<file path="src/logic/wwrs_defs.svh">
// Timing constants for the watchdog, wake and reset supervisor
`ifndef WWRS_DEFS_SVH
`define WWRS_DEFS_SVH

// ----------------------------------------------------------------------
// Clock and timing base
// ----------------------------------------------------------------------
`define WWRS_CLK_PERIOD_NS   4
`define WWRS_TICK_NS         1000
`define WWRS_TICK_CYCLES     (`WWRS_TICK_NS / `WWRS_CLK_PERIOD_NS)

// ----------------------------------------------------------------------
// Times in base ticks (one tick = 1 us) and counter widths in bits
// ----------------------------------------------------------------------
`define WWRS_WAKE_PERIOD_US  40000
`define WWRS_WAKE_HALF_US    (`WWRS_WAKE_PERIOD_US / 2)
`define WWRS_RESET_PULSE_US  5000
`define WWRS_WAKE_DELAY_US   20000

`define WWRS_CNT_W           16
`define WWRS_TICK_W          12

`endif

</file>
<file path="src/logic/wwrs_pkg.sv">
// Types shared by the watchdog, wake and reset supervisor
`default_nettype none

package wwrs_pkg;

  typedef enum logic [2:0] {
    ST_HOLD  = 3'h1,
    ST_DELAY = 3'h2,
    ST_RUN   = 3'h4
  } wwrs_state_t;

  typedef struct packed {
    logic resetN;
    logic wake;
  } wwrs_pins_t;

endpackage : wwrs_pkg

`default_nettype wire

</file>
<file path="src/logic/wwrs_supervisor.sv">
// Watchdog, periodic wake and active-low reset supervisor
`timescale 1ns/1ps
`default_nettype none
`include "wwrs_defs.svh"

module wwrs_supervisor
  import wwrs_pkg::*;
#(
  parameter int unsigned WAKE_HALF_TICKS   = `WWRS_WAKE_HALF_US,
  parameter int unsigned RESET_PULSE_TICKS = `WWRS_RESET_PULSE_US,
  parameter int unsigned WAKE_DELAY_TICKS  = `WWRS_WAKE_DELAY_US
) (
  // Clock and reset
  input  wire logic       ref_clk,
  input  wire logic       rst,
  // Processor side
  input  wire logic       watchdogInput,
  // Regulator comparator
  input  wire logic       outputGood,
  // Pins toward the processor
  output var  wwrs_pins_t hostPins
);

  localparam int unsigned TICK_CYCLES  = `WWRS_TICK_CYCLES;
  localparam int unsigned PERIOD_TICKS = 2 * WAKE_HALF_TICKS;

  function automatic logic atLimit(input logic [`WWRS_CNT_W-1:0] cnt, input int unsigned lim);
    atLimit = (cnt == `WWRS_CNT_W'(lim - 1));
  endfunction : atLimit

  // ----------------------------------------------------------------------
  // Common timing base
  // ----------------------------------------------------------------------
  logic [`WWRS_TICK_W-1:0] tickCnt;
  wire  logic              tick;

  assign tick = (tickCnt == `WWRS_TICK_W'(TICK_CYCLES - 1));

  always_ff @(posedge ref_clk) begin
    if (rst || tick) begin
      tickCnt <= '0;
    end else begin
      tickCnt <= tickCnt + `WWRS_TICK_W'(1);
    end
  end

  // ----------------------------------------------------------------------
  // Watchdog edge detect
  // ----------------------------------------------------------------------
  // Previous level resets low so a low input at start is not an edge
  logic      wdPrev;
  wire logic fallEdge;

  assign fallEdge = wdPrev & ~watchdogInput;

  always_ff @(posedge ref_clk) begin
    if (rst) begin
      wdPrev <= 1'h0;
    end else begin
      wdPrev <= watchdogInput;
    end
  end

  // ----------------------------------------------------------------------
  // Sequencer
  // ----------------------------------------------------------------------
  wwrs_state_t             state;
  wwrs_state_t             next_state;
  logic [`WWRS_CNT_W-1:0]  phaseCnt;
  logic [`WWRS_CNT_W-1:0]  next_phaseCnt;
  logic [`WWRS_CNT_W-1:0]  wdCnt;
  logic [`WWRS_CNT_W-1:0]  next_wdCnt;
  logic                    next_wake;

  wire logic inRun     = (state == ST_RUN);
  wire logic runEdge   = inRun && fallEdge;
  wire logic halfDone  = inRun && tick && atLimit(phaseCnt, WAKE_HALF_TICKS);
  wire logic wdTimeout = inRun && tick && !fallEdge && atLimit(wdCnt, PERIOD_TICKS);
  wire logic holdDone  = (state == ST_HOLD) && tick && atLimit(phaseCnt, RESET_PULSE_TICKS);
  wire logic delayDone = (state == ST_DELAY) && tick && atLimit(phaseCnt, WAKE_DELAY_TICKS);

  always_comb begin
    next_state    = state;
    next_phaseCnt = tick ? phaseCnt + `WWRS_CNT_W'(1) : phaseCnt;
    next_wdCnt    = (inRun && tick) ? wdCnt + `WWRS_CNT_W'(1) : wdCnt;
    next_wake     = hostPins.wake;
    case (state)
      ST_HOLD: begin
        next_wake = 1'h0;
        if (holdDone) begin
          next_state    = ST_DELAY;
          next_phaseCnt = '0;
        end
      end
      ST_DELAY: begin
        next_wake = 1'h0;
        if (delayDone) begin
          next_state    = ST_RUN;
          next_phaseCnt = '0;
          next_wdCnt    = '0;
          next_wake     = 1'h1;
        end
      end
      ST_RUN: begin
        if (runEdge) begin
          // Restart the low half so the edge is seen as a wake fall
          next_wake     = 1'h0;
          next_phaseCnt = '0;
          next_wdCnt    = '0;
        end else if (wdTimeout) begin
          next_state    = ST_HOLD;
          next_phaseCnt = '0;
          next_wake     = 1'h0;
        end else if (halfDone) begin
          next_wake     = ~hostPins.wake;
          next_phaseCnt = '0;
        end
      end
      default: begin
        next_state    = ST_HOLD;
        next_phaseCnt = '0;
        next_wake     = 1'h0;
      end
    endcase
    // Output drop overrides everything and holds the count at zero
    if (!outputGood) begin
      next_state    = ST_HOLD;
      next_phaseCnt = '0;
      next_wake     = 1'h0;
    end
  end

  always_ff @(posedge ref_clk) begin
    if (rst) begin
      state    <= ST_HOLD;
      phaseCnt <= '0;
      wdCnt    <= '0;
      hostPins <= '{resetN: 1'h0, wake: 1'h0};
    end else begin
      state           <= next_state;
      phaseCnt        <= next_phaseCnt;
      wdCnt           <= next_wdCnt;
      hostPins.resetN <= (next_state != ST_HOLD);
      hostPins.wake   <= next_wake;
    end
  end
endmodule : wwrs_supervisor

`default_nettype wire

</file>
<file path="config.mk">
export PLATFORM = sky130hd
export DESIGN_NAME = wwrs_supervisor
export DESIGN_NICKNAME = d
export VERILOG_FILES = /design/src/logic/wwrs_pkg.sv /design/src/logic/wwrs_supervisor.sv
export VERILOG_INCLUDE_DIRS = /design/src /design/src/logic
export SDC_FILE = /design/constraint.sdc
export NUM_CORES = 1
export LEC_CHECK = 0
export ABC_AREA = 0
export BUFFER_PORTS_ARGS = -buffer_cell sky130_fd_sc_hd__buf_2
export CORE_UTILIZATION = 30
export CTS_BUF_LIST = sky130_fd_sc_hd__clkbuf_8
export DETAILED_ROUTE_END_ITERATION = 6
export GPL_ROUTABILITY_DRIVEN = 1
export PLACE_DENSITY = 0.43
export SYNTH_ARGS = -nofsm -noshare
export SYNTH_HDL_FRONTEND = slang
export SYNTH_SLANG_ARGS = --single-unit
</file>
<file path="constraint.sdc">
create_clock -name ref_clk -period 2.27 [get_ports ref_clk]
set_clock_uncertainty 0.05 [all_clocks]
set_input_delay 0.3405 -clock ref_clk [delete_from_list [all_inputs] [get_ports ref_clk]]
set_output_delay 0.3405 -clock ref_clk [all_outputs]
set_load 0.02 [all_outputs]
</file>
==> reports/qor_table.md <==
| Metric | Value |
|:---|:---|
| DR vias/cell | 4.98 |
| Die Wd | 91.3 µm |
| Post-layout total power | 0.00146 W |
| Hold violation count in the final report | 0 |
| Total Die Area | 8330 µm² |
| Highest clock frequency the design can meet | 465 MHz |
| Slew at the pin closest to its max-slew limit | 1.05 ns |
| Syn_nets | 284 |
| Core box area | 7730 µm² |
| Total Routing Usage GR | 13.9% |
| Layout cell share with drive strength beyond 1 | 12.5% |
| Async SR Flop Fraction | 0% |
| First-pass GRT wire length | 9090 µm |
| N_diodes | 0 |
| Sequential fraction of design power | 60.7% |
| Leakage | 0.909 nW |
| Placement Rows | 32 |
| Post-route antenna net violation count | 0 |
| Starting density of the core | 30.9% |
| Ratio of final minimum period to clock period | 94.7% |
| Number of vias in the routed layout | 1,977 |
| Root buffer cell | sky130_fd_sc_hd__clkbuf_8 |
| Unrepaired setup endpoints after global routing | false |
| Fraction of synthesized cell area taken by the top area cell type | 41.9% |
| Maximum level of the CTS H-tree | 2 |
| Share of total power consumed by net switching | 22.1% |
| Total wirelength of the detailed-routed design | 5310 µm |
| Data required time of the worst path | 2.37 ns |
| Total setup violations reported at the end of the flow | 0 |
| Longest individual stage delay on the worst path | 0.54 ns |
| CP max stage cell | sky130_fd_sc_hd__or4_4 |
| Most frequently used cell type in the post-synthesis netlist | sky130_fd_sc_hd__dfxtp_1 |
| FF+latch count, synth | 50 |
| First-pass detailed-route iteration total | 4 |
| I/O pin count | 6 |
| HPWL after detailed placement | 3760 µm |
| Warnings, synthesis | 0 |
| Netlist area before placement | 2390 µm² |
| Commonest register cell after synthesis | sky130_fd_sc_hd__dfxtp_1 |
| Post-synth EDFFs | 0 |
| Worst IR drop on VDD | 207 µV |
| Combinational Power Share | 2.5% |
| Number of CTS-inserted buffers | 5 |
| Clk network pwr share | 36.8% |
| Final-layout setup total negative slack | 0 ns |
| Routability cong. | 0.771 |
| Crit start category | register |
| Data arrival time of the critical path | 2.25 ns |
| Die Y-Extent | 91.3 µm |
| Clock transition at the registers of the reported paths | 0.09 ns |
| Worst min path class | primary input to register |
| Avg Inst Size Synth | 8.66 µm² |
| Clock sink count | 50 |
| Max Slew Vio Count | 0 |
| Fill cell instance count of the final layout | 803 |
| Status | completed |
| Total of buffers placed on input and output ports | 5 |
| Global-route congestion overflow total | 0 |
| Part of the Yosys area used for sequential elements | 41.9% |
| Most frequent cells after synthesis | 50 x sky130_fd_sc_hd__dfxtp_1, 37 x sky130_fd_sc_hd__nor2_1, 24 x sky130_fd_sc_hd__xnor2_1 |
| DRC errors left | 0 |
| Class of the most critical setup path | register to register |
| Relative max-transition margin | 29.2% |
| Critical Path Fanout Max | 11 |
| Sort of element at the end of the critical path | register |
| Max clock buf depth | 2 |
| # nets final | 302 |
| Count of routing violations after the opening detailed-route iteration | 88 |
| Cell-by-cell trace of the critical path | or4_4 -> nand4b_1 -> o31ai_1 -> o311a_4 -> buf_12 -> nor4_1 |
| Net switching power of the design | 0.000322 W |
| Pin count of the biggest net entering global routing | 17 |
| Post-cts hold buffer count | 0 |
| Number of global-route vias before repair | 1,881 |
| Top area cells in the synthesized netlist | sky130_fd_sc_hd__dfxtp_1 42%, sky130_fd_sc_hd__xnor2_1 8.8%, sky130_fd_sc_hd__nor2_1 5.8% |
| Power per cell area | 531 nW/µm² |
| Distinct cell type count after synthesis | 38 |
| Area growth from synthesis to layout | 15.0% |
| Total internal power | 0.00114 W |
| Clock latency at the later pin of the worst-skew pair | 0.30 ns |
| Clock tree from TritonCTS | yes |
| Initial antenna violation count | 0 |
| Fin crit period | 2.15 ns |
| DR WL/cell | 13.4 µm |
| Cells after synthesis | 276 |
| Largest area contributor in the netlist | sky130_fd_sc_hd__dfxtp_1 |
| Max-capacitance violation count | 0 |
worst max-delay path: cells and delay by family, from the launching register on:
kind	cells	cell delay, ns
AO/OA/AOI/OAI	2	0.67
buffers and inverters	1	0.14
flip-flops	1	0.32
AND/OR/NAND/NOR	3	0.82
repair_timing:
item                                    in CTS  in global routing
setup buffers                                0                  0
endpoints found under the setup margin       0                 10
resized for setup                            0                  5
logic make-up (layout without fill, tap and decap cells):
group	count (synthesis)	count (layout)	share of synthesized area, %
compound gates	14	14	4.13
xor+xnor	39	39	14.3
fa+ha+maj	4	4	2.09
buf+inv	16	35	3.04
flops	50	50	41.9
simple gates	153	153	34.6
registers in the layout, indices dropped and copies added (netlist names):
signal and cells:
wdPrev 1, phaseCnt 16, tickCnt 12, wdCnt 16, hostPins 2, state 3
final timing paths:
kind / to / startpoint / depth (start not counted) / slack [ns]
hold / removal: wdPrev / rst / 2 / 0.19
hold reg to reg: wdCnt[1] / wdCnt[1] / 2 / 0.44
setup / recovery: phaseCnt[6] / phaseCnt[5] / 6 / 0.12
setup reg to reg: phaseCnt[6] / phaseCnt[5] / 6 / 0.12
routing by layer:
| layer | vias up | part of all wire, % | wire, µm | global-route usage [%] |
|---|---|---|---|---|
| li1 | 1015 | - | - | - |
| met1 | 938 | 52 | 2760 | 19.1 |
| met2 | 20 | 44 | 2360 | 21.4 |
| met3 | 4 | 2.7 | 142 | 3.10 |
| met4 | 0 | 0.87 | 46 | 4.50 |
| met5 | - | 0 | 0 | 0 |
layout by cell type, fill, tap and decap left out, drive strengths merged, types with 3 or more instances in the layout:
| cell | n |
|---|---|
| ha | 4 |
| dfxtp | 50 |
| nor3 | 16 |
| inv | 8 |
| buf | 20 |
| nand2 | 22 |
| and4 | 5 |
| nand4 | 9 |
| clkbuf | 6 |
| nor4 | 18 |
| nand3 | 20 |
| xor2 | 15 |
| a21oi | 4 |
| and3 | 10 |
| xnor2 | 24 |
| nor3b | 3 |
| o31ai | 3 |
| nor4b | 3 |
| nor2 | 37 |
layout make-up:
type	instances	area [µm²]	share of cell area, %
Sequential cell	50	1000	36.4
Multi-Input combinational cell	210	1350	49.2
Timing Repair Buffer	20	150	5.46
Inverter	7	26.3	0.955
Clock buffer	6	82.6	3.00
Tap cell	102	128	4.64
Clock inverter	2	8.76	0.318
power groups by stage:
stage	clock network [W]	registers [W]	logic, W
floorplan	0	0.000907	0.0000229
global placement	0	0.000907	0.0000370
detailed placement	0	0.000907	0.0000372
CTS	0.000556	0.000887	0.0000373
global route	0.000604	0.000887	0.0000422
finish	0.000537	0.000886	0.0000368
per-stage QoR:
| step | instances | util [%] | cell area (µm²) | hold WS [ns] | setup WS [ns] |
|---|---|---|---|---|---|
| global route | 397 | 35.6 | 2750 | 0.188 | 0.00625 |
| finish | 397 | 35.6 | 2750 | 0.192 | 0.120 |
| global placement | 389 | 33.9 | 2620 | 0.407 | 0.0810 |
| detailed placement | 389 | 33.9 | 2620 | 0.424 | 0.0816 |
| floorplan | 276 | - | 2390 | 0.357 | 0.195 |
| CTS | 397 | 35.1 | 2710 | 0.192 | 0.0922 |
No activity file was read; power rests on OpenSTA's default activity.
